### src/hdl/fsq_params.svh
// Offsets, field positions, reset values and timing counts of the flash sequencer registers
`ifndef FSQ_PARAMS_SVH
`define FSQ_PARAMS_SVH

// ****************************************
// Register addresses
// ****************************************
`define FSQ_A_ACCESS_CTRL 20'hf_0090
`define FSQ_A_SEC_LO 20'hf_00b0
`define FSQ_A_SEC_HI 20'hf_00b1
`define FSQ_A_SHIELD_LO 20'hf_00b4
`define FSQ_A_SHIELD_HI 20'hf_00b5
`define FSQ_A_BANK_PAGE 16'hf_02c
`define FSQ_A_REG_CLEAR 20'hf_02c9
`define FSQ_A_STAT_LOW 20'hf_02ca
`define FSQ_A_STAT_HIGH 20'hf_02cb
`define FSQ_A_PROT_CMD 20'hf_02d0
`define FSQ_A_MODE_CTRL 20'hf_02d1
`define FSQ_A_PROT_STAT 20'hf_02d2

// ****************************************
// Sequencer bank indices (low nibble of address)
// ****************************************
`define FSQ_B_START_LO 4'h0
`define FSQ_B_START_HI 4'h1
`define FSQ_B_END_LO 4'h2
`define FSQ_B_END_HI 4'h3
`define FSQ_B_WDATA_LO 4'h4
`define FSQ_B_WDATA_HI 4'h5
`define FSQ_B_AREA_SEL 4'h6
`define FSQ_B_MAIN_CMD 4'h7
`define FSQ_B_EXTRA_CMD 4'h8
`define FSQ_BANK_LAST 4'h8

// ****************************************
// Field positions, masks, codes, reset values
// ****************************************
`define FSQ_BIT_START 7
`define FSQ_BIT_AREA_EXTRA 0
`define FSQ_BIT_CLEAR 0
`define FSQ_BIT_ACCESS_EN 0
`define FSQ_SEC_BOOT_SWAP 8
`define FSQ_SEC_MASK 16'h170b
`define FSQ_SHIELD_MASK 16'h81ff
`define FSQ_PROT_KEY 8'ha5
`define FSQ_MODE_CODE 8'h02
`define FSQ_MODE_DATA 8'h10
`define FSQ_MCMD_WRITE 4'h1
`define FSQ_MCMD_BLANK_CODE 4'h3
`define FSQ_MCMD_BLANK_DATA 4'hb
`define FSQ_MCMD_ERASE 4'h4
`define FSQ_XCMD_SHIELD 4'h1
`define FSQ_XCMD_READ_PROT 4'h6
`define FSQ_XCMD_SECURITY 4'h7
`define FSQ_RST_BYTE 8'h00

// ****************************************
// Timing
// ****************************************
`define FSQ_CLK_MHZ 20
`define FSQ_OP_TIME_NS 1000
`define FSQ_OP_CYCLES ((`FSQ_OP_TIME_NS * `FSQ_CLK_MHZ + 999) / 1000)
`define FSQ_CNT_W 8

`endif

### src/hdl/fsq_pkg.sv
// Types shared by the flash sequencer register block
package fsq_pkg;
	// Flash control modes
	typedef enum logic [1:0] {FSQ_M_OFF, FSQ_M_CODE, FSQ_M_DATA} fsq_mode_t;
	// Steps of the mode-change unlock sequence
	typedef enum logic [1:0] {SS_IDLE, SS_KEYED, SS_VALUE, SS_INVERSE} fsq_spec_t;
endpackage

### src/hdl/fsq_regs.sv
// Flash sequencer control, status, protection and monitor registers
`timescale 1ns/1ns
`include "fsq_params.svh"

// Notes on behaviour
// - Clear bit resets address, data, area, commands
// - Clearing acts only with both end flags zero
// - High status: extra end bit7, main end bit6
// - Low status holds boot, open and error flags
// - Security monitor: write, erase, boot rewrite permits
// - Boot swap bit picks boot cluster
// - Bit 3 shows read-protect change permitted
// - Bit 1 debug connect; bit 0 ID auth off
// - Shield bit 15 selects inside or outside window
// - Shield bits 8..0 hold end block plus one
// - Access control bit 0 gates data/extra areas
// - Access control accepts bit and byte writes
// - Three modes gate which areas may be rewritten
// - Key, value, inverse, value changes the mode
// - Stray write in sequence suppressed, error flagged
module fsq_regs
	import fsq_pkg::*;
(
	// Clock and reset
	input wire logic clk_i,
	input wire logic reset_i,
	// Register port
	input wire logic [19:0] addr_i,
	input wire logic [7:0] wdata_i,
	input wire logic wr_i,
	input wire logic rd_i,
	output logic [7:0] rdata_o,
	// Extra area contents and flash array result
	input wire logic [15:0] sec_nv_i,
	input wire logic [15:0] shield_nv_i,
	input wire logic op_fail_i,
	// Mode and status towards the flash array
	output logic code_rewrite_o,
	output logic data_rewrite_o,
	output logic area_access_o,
	output logic boot_cluster0_o,
	output logic [1:0] seq_busy_o
);

	// ****************************************
	// Storage
	// ****************************************
	logic [7:0] bank_q [0:8]; // Address, data, area and command bytes
	logic access_en_q; // Data/extra area access enable
	logic clear_q; // Register-clear bit
	logic [7:0] pmc_q; // Active mode control value
	logic [7:0] first_q; // Value seen at the first mode step
	fsq_spec_t spec_q; // Unlock sequence step
	logic prot_err_q; // Protection error flag
	logic [15:0] sec_q; // Security flag monitor
	logic [15:0] shield_q; // Shield window end monitor
	logic load_q; // Monitor load pending after reset
	logic blank_err_q, write_err_q, erase_err_q; // Main operation results
	logic [7:0] rdata_q; // Registered read data
	logic [7:0] rd_mux; // Read selection
	logic [1:0] busy_w, end_w, err_w, fin_w; // Per-sequencer state views
	logic [1:0] legal_w, permit_w; // Command legality and mode permission
	fsq_mode_t mode; // Decoded control mode

	// ****************************************
	// Address decode
	// ****************************************
	wire in_bank = (addr_i[19:4] == `FSQ_A_BANK_PAGE) && (addr_i[3:0] <= `FSQ_BANK_LAST);
	wire [3:0] bank_idx = addr_i[3:0];
	wire hit_access = addr_i == `FSQ_A_ACCESS_CTRL;
	wire hit_clear = addr_i == `FSQ_A_REG_CLEAR;
	wire hit_prot = addr_i == `FSQ_A_PROT_CMD;
	wire hit_pmc = addr_i == `FSQ_A_MODE_CTRL;
	// Interlocks and unlock sequence decode
	wire stopped = ~|end_w & ~|busy_w;
	wire clr_act = clear_q & stopped;
	wire seq_open = spec_q != SS_IDLE;
	// Key only taken with clear bit low and sequencers idle
	wire key_wr = wr_i & hit_prot & (wdata_i == `FSQ_PROT_KEY) & ~clear_q & stopped;
	wire pmc_wr = wr_i & hit_pmc & seq_open;
	wire stray_wr = wr_i & seq_open & ~hit_pmc & ~key_wr;
	wire pmc_bad = pmc_wr & ((spec_q == SS_VALUE) ? (wdata_i != ~first_q) :
		(spec_q == SS_INVERSE) ? (wdata_i != first_q) : 1'b0);
	wire prot_fault = stray_wr | pmc_bad;
	// Ordinary writes are suppressed while the sequence is open
	wire wr_ok = wr_i & ~seq_open;

	// ****************************************
	// Mode decode
	// ****************************************
	// Only the exact code or data values open a programming mode
	assign mode = (pmc_q == `FSQ_MODE_CODE) ? FSQ_M_CODE :
		(pmc_q == `FSQ_MODE_DATA) ? FSQ_M_DATA : FSQ_M_OFF;
	wire area_extra = bank_q[`FSQ_B_AREA_SEL][`FSQ_BIT_AREA_EXTRA];
	wire [3:0] cmd_new = wdata_i[3:0];

	// Main commands need a programming mode; data mode also needs access
	assign legal_w[0] = (cmd_new == `FSQ_MCMD_WRITE) | (cmd_new == `FSQ_MCMD_BLANK_CODE) |
		(cmd_new == `FSQ_MCMD_BLANK_DATA) | (cmd_new == `FSQ_MCMD_ERASE);
	assign permit_w[0] = ((mode == FSQ_M_CODE) | ((mode == FSQ_M_DATA) & access_en_q))
		& ~area_extra;
	// Extra commands need code mode, extra area selected and access on
	assign legal_w[1] = (cmd_new == `FSQ_XCMD_SHIELD) | (cmd_new == `FSQ_XCMD_READ_PROT) |
		(cmd_new == `FSQ_XCMD_SECURITY);
	assign permit_w[1] = (mode == FSQ_M_CODE) & access_en_q & area_extra;

	// ****************************************
	// Sequencers: main (0) and extra area (1)
	// ****************************************
	localparam logic [`FSQ_CNT_W-1:0] OP_LOAD = `FSQ_CNT_W'(`FSQ_OP_CYCLES - 1);
	genvar c;
	generate
		for (c = 0; c < 2; c++) begin : g_seq
			localparam logic [3:0] IDX = (c == 0) ? `FSQ_B_MAIN_CMD : `FSQ_B_EXTRA_CMD;
			logic busy_q, end_q, err_q; // Running, finished, command refused
			logic [`FSQ_CNT_W-1:0] cnt_q; // Cycles left in the operation
			wire cmd_hit = wr_ok & in_bank & (bank_idx == IDX) & ~clr_act;
			wire go_req = cmd_hit & wdata_i[`FSQ_BIT_START] & ~busy_q & ~end_q;
			wire go_ok = go_req & legal_w[c] & permit_w[c];
			wire go_bad = go_req & ~(legal_w[c] & permit_w[c]);
			wire stop_req = cmd_hit & ~wdata_i[`FSQ_BIT_START];
			wire fin = busy_q & (cnt_q == '0);

			// Run, finish and stop; a finishing edge beats a stop write
			always_ff @(posedge clk_i) begin
				if (reset_i) begin
					busy_q <= 1'b0;
					end_q <= 1'b0;
					err_q <= 1'b0;
					cnt_q <= '0;
				end else begin
					if (go_ok) begin
						busy_q <= 1'b1;
						cnt_q <= OP_LOAD;
						err_q <= 1'b0;
					end else if (fin) begin
						busy_q <= 1'b0;
					end else if (busy_q) begin
						cnt_q <= cnt_q - 1'b1;
					end
					// Refused command ends at once with the error bit set
					if (go_bad) begin
						err_q <= 1'b1;
					end
					if (fin | go_bad) begin
						end_q <= 1'b1;
					end else if (stop_req) begin
						end_q <= 1'b0;
					end
				end
			end
			assign busy_w[c] = busy_q;
			assign end_w[c] = end_q;
			assign err_w[c] = err_q;
			assign fin_w[c] = fin;
		end
	endgenerate

	// Main operation result flags
	wire [3:0] main_cmd = bank_q[`FSQ_B_MAIN_CMD][3:0];
	wire is_blank = (main_cmd == `FSQ_MCMD_BLANK_CODE) | (main_cmd == `FSQ_MCMD_BLANK_DATA);
	wire main_go = wr_ok & in_bank & (bank_idx == `FSQ_B_MAIN_CMD) & wdata_i[`FSQ_BIT_START];

	// Cleared at a new start, set from the array result at finish
	always_ff @(posedge clk_i) begin
		if (reset_i) begin
			blank_err_q <= 1'b0;
			write_err_q <= 1'b0;
			erase_err_q <= 1'b0;
		end else if (fin_w[0]) begin
			blank_err_q <= op_fail_i & is_blank;
			write_err_q <= op_fail_i & (main_cmd == `FSQ_MCMD_WRITE);
			erase_err_q <= op_fail_i & (main_cmd == `FSQ_MCMD_ERASE);
		end else if (main_go & ~busy_w[0] & ~end_w[0]) begin
			blank_err_q <= 1'b0;
			write_err_q <= 1'b0;
			erase_err_q <= 1'b0;
		end
	end

	// ****************************************
	// Sequencer bank with register clear
	// ****************************************
	// Held at initial values while the clear bit is set and both are stopped
	always_ff @(posedge clk_i) begin
		if (reset_i || clr_act) begin
			for (int i = 0; i < 9; i++) begin
				bank_q[i] <= `FSQ_RST_BYTE;
			end
		end else if (wr_ok && in_bank) begin
			bank_q[bank_idx] <= wdata_i;
		end
	end

	// ****************************************
	// Clear bit and access control
	// ****************************************
	// Only bit 0 of each is stored; byte or bit writes land alike
	always_ff @(posedge clk_i) begin
		if (reset_i) begin
			clear_q <= 1'b0;
			access_en_q <= 1'b0;
		end else if (wr_ok) begin
			if (hit_clear) begin
				clear_q <= wdata_i[`FSQ_BIT_CLEAR];
			end
			if (hit_access) begin
				access_en_q <= wdata_i[`FSQ_BIT_ACCESS_EN];
			end
		end
	end

	// ****************************************
	// Mode unlock sequence
	// ****************************************
	// Key restarts and clears the error; any misstep aborts with error
	always_ff @(posedge clk_i) begin
		if (reset_i) begin
			spec_q <= SS_IDLE;
			prot_err_q <= 1'b0;
			pmc_q <= `FSQ_RST_BYTE;
			first_q <= `FSQ_RST_BYTE;
		end else if (key_wr) begin
			spec_q <= SS_KEYED;
			prot_err_q <= 1'b0;
		end else if (prot_fault) begin
			spec_q <= SS_IDLE;
			prot_err_q <= 1'b1;
		end else if (pmc_wr) begin
			unique case (spec_q)
				SS_KEYED: begin
					first_q <= wdata_i;
					spec_q <= SS_VALUE;
				end
				SS_VALUE: begin
					spec_q <= SS_INVERSE;
				end
				SS_INVERSE: begin
					pmc_q <= wdata_i;
					spec_q <= SS_IDLE;
				end
				SS_IDLE: begin
					spec_q <= SS_IDLE;
				end
			endcase
		end
	end

	// ****************************************
	// Monitors loaded from the extra area
	// ****************************************
	// Captured on the first edge after reset is released
	always_ff @(posedge clk_i) begin
		if (reset_i) begin
			load_q <= 1'b1;
			sec_q <= 16'h0000;
			shield_q <= 16'h0000;
		end else if (load_q) begin
			load_q <= 1'b0;
			sec_q <= sec_nv_i & `FSQ_SEC_MASK;
			shield_q <= shield_nv_i & `FSQ_SHIELD_MASK;
		end
	end

	// ****************************************
	// Read selection and output
	// ****************************************
	wire boot_swap = sec_q[`FSQ_SEC_BOOT_SWAP];
	wire open_mon = mode != FSQ_M_OFF;

	// Unmapped addresses read zero
	always_comb begin
		rd_mux = 8'h00;
		if (in_bank) begin
			rd_mux = bank_q[bank_idx];
		end else begin
			case (addr_i)
				`FSQ_A_ACCESS_CTRL: rd_mux = {7'h00, access_en_q};
				`FSQ_A_SEC_LO: rd_mux = sec_q[7:0];
				`FSQ_A_SEC_HI: rd_mux = sec_q[15:8];
				`FSQ_A_SHIELD_LO: rd_mux = shield_q[7:0];
				`FSQ_A_SHIELD_HI: rd_mux = shield_q[15:8];
				`FSQ_A_REG_CLEAR: rd_mux = {7'h00, clear_q};
				`FSQ_A_STAT_LOW: rd_mux = {boot_swap, open_mon, err_w[1], err_w[0],
					blank_err_q, 1'b0, write_err_q, erase_err_q};
				`FSQ_A_STAT_HIGH: rd_mux = {end_w[1], end_w[0], 6'h00};
				`FSQ_A_MODE_CTRL: rd_mux = pmc_q;
				`FSQ_A_PROT_STAT: rd_mux = {7'h00, prot_err_q};
				default: rd_mux = 8'h00;
			endcase
		end
	end

	// Read data stands only in the cycle after the strobe
	always_ff @(posedge clk_i) begin
		if (reset_i) begin
			rdata_q <= 8'h00;
		end else begin
			rdata_q <= rd_i ? rd_mux : 8'h00;
		end
	end

	assign rdata_o = rdata_q;
	assign code_rewrite_o = mode == FSQ_M_CODE;
	assign data_rewrite_o = mode == FSQ_M_DATA;
	assign area_access_o = access_en_q;
	// Swap flag 1 selects cluster 0, flag 0 selects cluster 1
	assign boot_cluster0_o = boot_swap;
	assign seq_busy_o = busy_w;

	// ****************************************
	// Assertions
	// ****************************************
	localparam int OP_DONE = `FSQ_OP_CYCLES + 1;
endmodule

### config.mk
export PLATFORM = sky130hd
export DESIGN_NAME = fsq_regs
export DESIGN_NICKNAME = d
export VERILOG_FILES = /design/src/hdl/fsq_pkg.sv /design/src/hdl/fsq_regs.sv
export VERILOG_INCLUDE_DIRS = /design/src /design/src/hdl
export SDC_FILE = /design/constraint.sdc
export NUM_CORES = 1
export LEC_CHECK = 0
export ABC_AREA = 1
export BUFFER_PORTS_ARGS = -buffer_cell sky130_fd_sc_hd__buf_2
export CAP_MARGIN = 10
export CORE_ASPECT_RATIO = 1.5
export CORE_MARGIN = 8
export CORE_UTILIZATION = 45
export DETAILED_ROUTE_END_ITERATION = 10
export PLACE_DENSITY = 0.63
export SYNTH_ARGS = -nofsm -noshare
export SYNTH_HDL_FRONTEND = slang
export SYNTH_SLANG_ARGS = --single-unit
### constraint.sdc
create_clock -name clk_i -period 3.1 [get_ports clk_i]
set_clock_uncertainty 0.1 [all_clocks]
set_input_delay 0.93 -clock clk_i [delete_from_list [all_inputs] [get_ports clk_i]]
set_output_delay 0.93 -clock clk_i [all_outputs]
set_load 0.05 [all_outputs]
==> impl_results.md, run 1 <==
- Nets@finish: 1287
- Filler cell count: 1950
- CTS tree: built
- Final Slew Violations: 0
- Register area: 5290 µm²
- Cell taking the most area after synthesis: edfxtp_1
- First-pass GRT wire length: 39100 µm
- Reg power frac: 54.6%
- Post-synth EDFFs: 128
- CTS Hold Bufs: 0
- Synth Flop Type: edfxtp_1
- Most frequent cell after synthesis: nand2_1
- Clk buf depth: 2
- Gr usage total: 19.9%
- CP Data Required Time: 2.07 ns
- Type of the worst setup path: register to output port
- Crit path launch type: register
- Final setup vio count: 0
- Die Area: 25500 µm²
- Mapped Area: 9240 µm²
- Met1 usage: 20.8%
- Setup TNS Final: 0 ns
- Multi-input gate area: 3530 µm²
- Area Overhead vs Synth: 17.1%
- Post-CTS setup buffers: 0
- Buffers on Ports: 63
- Initial drt markers: 607
- Vias per cell: 5.15
- Netlist cell types: 34
- Endpoint class of the critical path: output port
- Combinational power share: 7.1%
- Share of layout cells above drive strength 1: 12.3%
- # IOs: 79
- H-tree depth: 4
- Post-CTS sizing: 0
- Register area share after synthesis: 57.2%
- Via count: 7683
- Placed Area: 10300 µm²
- Worst-case vdd ir drop: 336 µV
- Worst-margin pin slew: 0.625 ns
- Initial antenna violation count: 0
- Mapped Cells: 1078
- Critical path arrival: 1.56 ns
- Fraction of registers with async set/reset: 0%
- Vias in the first global route: 7635
- Total wire length: 24800 µm
- Fmax: 0.386 GHz
- Final HPWL DP: 18300 µm
- Leakage power: 4.63 nW
- Grt met2 use: 38.4%
- Top cells by area, synth: edfxtp_1 42%, dfxtp_1 16%, nand2_1 11%
- Max cap viols: 0
- Antenna cells: 0
- Num CTS Buffers: 17
- Unrepaired setup endpoints after global routing: false
- Post-synth top area share: 41.6%
- Clock latency at the later pin of the worst-skew pair: 0.44 ns
- M3 GR Usage: 3.81%
- Final hold violations: 0
- NetSw: 1.34 mW
- Core area: 20300 µm²
- Pwr Density: 503 nW/µm²
- Die width: 133 µm
- Pre-CTS worst setup slack: 0.173 ns
- Detailed Routing Iterations Pass 1: 5
- HP Class: register to register
- Status: completed
- Largest net degree at the start of global routing: 43
- Row Count: 64
- RePlAce Congestion: 0.917
- Overflow after GRT: 0
- Clock network fraction of total power: 38.4%
- Final instance area: 10800 µm²
- CTS Root Cell: clkbuf_16
- DRC viols: 0
- DR WL/cell: 16.6 µm
- #FFs+latches synth: 200
- Slew HR: 58.2%
- Synth warn: 0
- Min cycle time layout: 2.59 ns
- Critical Path Fanout Max: 3
- Synth Area per Inst: 8.58 µm²
- Antenna viol nets, final: 0
- Period utilization: 83.5%
- Clk slew on worst S/H paths: 0.07 ns
- Die height: 192 µm
- Top cells by count, synth: 266 x nand2_1, 193 x nor2_1, 128 x edfxtp_1, 118 x inv_1, 72 x dfxtp_1
- Switching Fraction: 24.7%
- Initial Util: 45.6%
- Internal: 4.10 mW
- GRT busiest layer: met2
- Fin worst setup slack: 0.512 ns
- Clock sinks: 200
[final timing paths]
| kind | startpoint | endpoint | slack (ns) | depth (start not counted) |
|---|---|---|---|---|
| setup / recovery | pmc_q[5] | code_rewrite_o | 0.51 | 5 |
| setup reg to reg | g_seq[1].end_q | bank_q[0][5] | 0.83 | 8 |
| hold / removal | g_seq[1].cnt_q[3] | g_seq[1].cnt_q[3] | 0.37 | 2 |
| hold reg to reg | g_seq[1].cnt_q[3] | g_seq[1].cnt_q[3] | 0.37 | 2 |
[critical path: stages (launching register included)]
cell      delay [ns]
dfxtp_1         0.31
inv_1           0.09
nand3_1         0.08
nand3b_1        0.21
inv_1           0.14
buf_2           0.28
[registers in the layout (all words and copies together), names as in the netlist, 2 cells and up]
name / count
g_seq.err_q: 2
first_q: 8
pmc_q: 8
g_seq.end_q: 2
g_seq.cnt_q: 16
bank_q: 128
g_seq.busy_q: 2
sec_q: 7
shield_q: 10
spec_q: 2
rdata_o: 8
[cell type report]
cell class | instances | area share [%]
timing repair buffer | 104 | 6.22
clock inverter | 14 | 1.08
inverter | 121 | 4.20
sequential | 200 | 48.8
tap | 264 | 3.05
clock buffer | 18 | 3.97
multi-input combinational | 771 | 32.7
[power groups by stage]
stage | registers, mW | logic [mW] | clock network, mW
final | 2.97 | 0.386 | 2.09
after global routing | 2.98 | 0.426 | 2.23
after CTS | 2.97 | 0.389 | 2.13
after detailed placement | 3.03 | 0.388 | 0
after global placement | 3.03 | 0.382 | 0
after floorplan | 3.02 | 0.205 | 0
[logic make-up after synthesis]
kind of cell	Yosys count	synth area share [%]
xor gates and xnor gates	3	0.284
other	1	0.0406
buffers and inverters	162	6.84
AOI/OAI and AO/OA	118	7.78
and+or+nand+nor	587	26.9
adders and majority gates	7	0.947
DFF	200	57.2
[through the flow]
| stage | instances | power (mW) | hold WS (ns) | utilization (%) |
|---|---|---|---|---|
| 2_1_floorplan | 1133 | 3.23 | 0.326 | - |
| 3_3_place_gp | 1460 | 3.41 | 0.355 | 50.7 |
| 3_5_place_dp | 1460 | 3.42 | 0.361 | 50.7 |
| 4_1_cts | 1492 | 5.49 | 0.371 | 53.4 |
| 5_1_grt | 1492 | 5.63 | 0.386 | 53.4 |
| 6_report | 1492 | 5.44 | 0.367 | 53.4 |
[layer usage]
metal	share of wire [%]	vias to the layer above	routed length (µm)
li1	-	3794	-
met1	39	3712	9610
met2	56	143	13800
met3	3.3	34	829
met4	2.1	0	530
met5	0	-	0
[cells in the final DEF (no fill, tap or decap), drive strengths merged, types with 7 or more instances in the layout]
cell / count
nand2: 268
nor2: 201
edfxtp: 128
inv: 125
buf: 104
dfxtp: 72
conb: 56
nand4: 53
a22oi: 47
nand3: 44
o21ai: 37
a21oi: 29
clkbuf: 18
nor3: 14
ha: 7
(Power assumes the default switching activity.)
==> run 2: changes to the inputs <==
ABC_AREA = 0   (was 1)
clock period = 2.66 ns   (was 3.1 ns; I/O delays follow)
==> impl_results.md, run 2 <==
- Netlist cell types: 65 (+91%)
- Largest net degree at the start of global routing: 34 (-21%)
- Register area: 5070 µm² (-4.0%)
- Crit path launch type: register
- Worst-margin pin slew: 0.915 ns (+0.291 ns)
- Final cell count without fillers: 1175 (-21%)
- Most common cell after layout, fill and taps aside: edfxtp_1
- Cell taking the most area after synthesis: edfxtp_1
- Final HPWL DP: 18200 µm (-0.49%)
- Area Overhead vs Synth: 23.0%
- Via count: 6485 (-16%)
- Max FFs per register: 121 (-5.5%)
- Endpoint class of the critical path: output port
- # IOs: 79 (unchanged)
- Initial drt markers: 484 (-20%)
- Initial Util: 45.7% (+0.11 points)
- Final Slew Violations: 0 (unchanged)
- Unrepaired setup endpoints after global routing: false
- First-pass GRT wire length: 37200 µm (-4.9%)
- Num CTS Buffers: 17 (unchanged)
- Period utilization: 96.4%
- Inst Count DP: 1144 (-22%)
- Biggest regs: bank_q (121), g_seq.cnt_q (16), shield_q (10)
- Mapped Cells: 723 (-33%)
- Fraction of registers with async set/reset: 0% (unchanged)
- Fmax: 0.390 GHz
- Pwr Density: 594 nW/µm² (+18%)
- Vias per cell: 5.52 (+7.2%)
- Nets@finish: 975 (-24%)
- CTS tree: built
- Final setup vio count: 0 (unchanged)
- H-tree depth: 4 (unchanged)
- Initial antenna violation count: 0 (unchanged)
- Gr usage total: 19.5% (-0.42 points)
- Clk buf depth: 2 (unchanged)
- DRC viols: 0 (unchanged)
- Die width: 132 µm (-0.94%)
- Synth warn: 0 (unchanged)
- RePlAce Congestion: 0.918 (+0.11%)
- Total wire length: 23800 µm (-3.7%)
- Antenna viol nets, final: 0 (unchanged)
- Min cycle time layout: 2.56 ns
- Cell Chain, Critical Path: nor4_2, and3_1, buf_2
- Vias in the first global route: 6656 (-13%)
- Leakage power: 4.27 nW (-7.8%)
- Most frequent cell after synthesis: edfxtp_1
- Final hold violations: 0 (unchanged)
- Top cells by area, synth: edfxtp_1 40%, dfxtp_1 16%, mux4_2 9.0%
- Type of the worst setup path: register to output port
- Highest-delay cell along the critical path: dfxtp_1
- Register area share after synthesis: 56.1% (-1.1 points)
- Core area: 19800 µm² (-2.3%)
- Row Count: 63 (-1.6%)
- Critical Path Fanout Max: 3 (unchanged)
- Worst-case vdd ir drop: 440 µV (+31%)
- #FFs+latches synth: 193 (-3.5%)
- Synth Flop Type: edfxtp_1
- Max cap viols: 0 (unchanged)
- CP Data Required Time: 1.76 ns (-0.31 ns)
- Mapped Area: 9050 µm² (-2.1%)
- Most flop-heavy register: bank_q
- HP Class: register to register
- Buffers on Ports: 63 (unchanged)
- Clock latency at the later pin of the worst-skew pair: 0.44 ns (about the same)
- Most frequent cells in the layout: 121 x edfxtp_1, 83 x buf_4, 72 x dfxtp_1, 69 x and2_1, 63 x nand2_1
- Post-synth EDFFs: 121 (-5.5%)
- DR WL/cell: 20.3 µm (+22%)
- CTS Root Cell: clkbuf_16
- Synth Area per Inst: 12.5 µm² (+46%)
- Die height: 190 µm (-0.97%)
- Antenna cells: 0 (unchanged)
- Overflow after GRT: 0 (unchanged)
- Detailed Routing Iterations Pass 1: 5 (unchanged)
- Status: completed
- Fin util: 56.2% (+2.8 points)
- Clock sinks: 193 (-3.5%)
- Post-synth top area share: 40.2% (-1.4 points)
- Clk slew on worst S/H paths: 0.06 ns (about the same)
- Post-CTS setup buffers: 0 (unchanged)
- Top cells by count, synth: 121 x edfxtp_1, 72 x dfxtp_1, 69 x and2_1, 63 x nand2_1, 55 x nor2_1
- Critical path arrival: 1.67 ns (+0.11 ns)
- Max incr delay on CP: 0.38 ns (+0.07 ns)
- Die Area: 25000 µm² (-1.9%)
- Multi-input gate area: 3970 µm² (+12%)
- Filler cell count: 1654 (-15%)
- Slew HR: 38.9% (-19 points)
- CTS Hold Bufs: 0 (unchanged)
- Share of layout cells above drive strength 1: 27.2% (+15 points)
-- run 2: cell types whose count changed in the layout (fill, tap and decap cells not counted), sizes merged, moves of 17 or more --
cell	delta
a21oi	-17
and2	+70
mux4	+36
inv	-108
o21ai	-29
nand3	-30
nor2	-146
nand4	-44
a22oi	-43
mux2i	+38
buf	+48
nand2	-205
-- run 2: logic make-up after synthesis --
logic type	Yosys count	synth area share (%)
buffers and inverters	53	2.48
other	1	0.0414
adders and majority gates	7	0.968
and+or+nand+nor	300	19.1
AOI/OAI and AO/OA	72	5.85
DFF	193	56.1
xor gates and xnor gates	19	1.84
muxes	78	13.7
-- run 2: power by group --
| part | switching (mW) | leakage [nW] | internal, mW |
|---|---|---|---|
| Sequential | 0.0401 | 1.81 | 3.29 |
| Clock | 1.10 | 0.303 | 1.66 |
| Combinational | 0.285 | 2.15 | 0.231 |
-- run 2: what timing repair did --
action / in CTS / in global routing
gates cloned: 0 / 0
resized for setup: 1 / 2
pin swaps: 0 / 0
endpoints found under the setup margin: 1 / 18
-- run 2: critical path: cells and delay by family, from the launching register on --
kind	cells	cell delay, ns
buf+inv	1	0.28
flops	1	0.38
simple gates	2	0.58
-- run 2: path summary, 6_finish.rpt --
| path | to | slack [ns] | startpoint | cells past startpoint |
|---|---|---|---|---|
| setup reg to reg | bank_q[7][3] | 0.37 | clear_q | 7 |
| hold / removal | first_q[0] | 0.38 | first_q[0] | 2 |
| setup / recovery | data_rewrite_o | 0.1 | pmc_q[2] | 3 |
| hold reg to reg | first_q[0] | 0.38 | first_q[0] | 2 |
-- run 2: final cells by class --
type	instances	area share, %
clock buffers	17	3.82
multi-input cells	525	35.7
inverters	14	0.472
clock inverters	14	1.88
well taps	260	2.92
flip-flops and latches	193	45.6
repair buffers	152	9.65
-- run 2: metal layers --
| metal | routed length (µm) | vias up | GRT usage, % |
|---|---|---|---|
| li1 | - | 3029 | - |
| met1 | 8710 | 3206 | 20.0 |
| met2 | 13000 | 196 | 36.3 |
| met3 | 1110 | 54 | 4.09 |
| met4 | 1030 | 0 | 10.6 |
| met5 | 0 | - | 0 |
-- run 2: through the flow --
step	setup TNS [ns]	power, mW	hold slack [ns]	cell area (µm²)	worst slack [ns]
after global placement	-33.54	3.90	0.352	10500	-0.336
after CTS	0	6.66	0.386	11100	0.0185
after global routing	0	6.80	0.395	11100	0.0403
after floorplan	-15.39	3.66	0.333	9260	-0.258
after detailed placement	-37.07	3.91	0.365	10500	-0.394
final	0	6.61	0.384	11100	0.0964
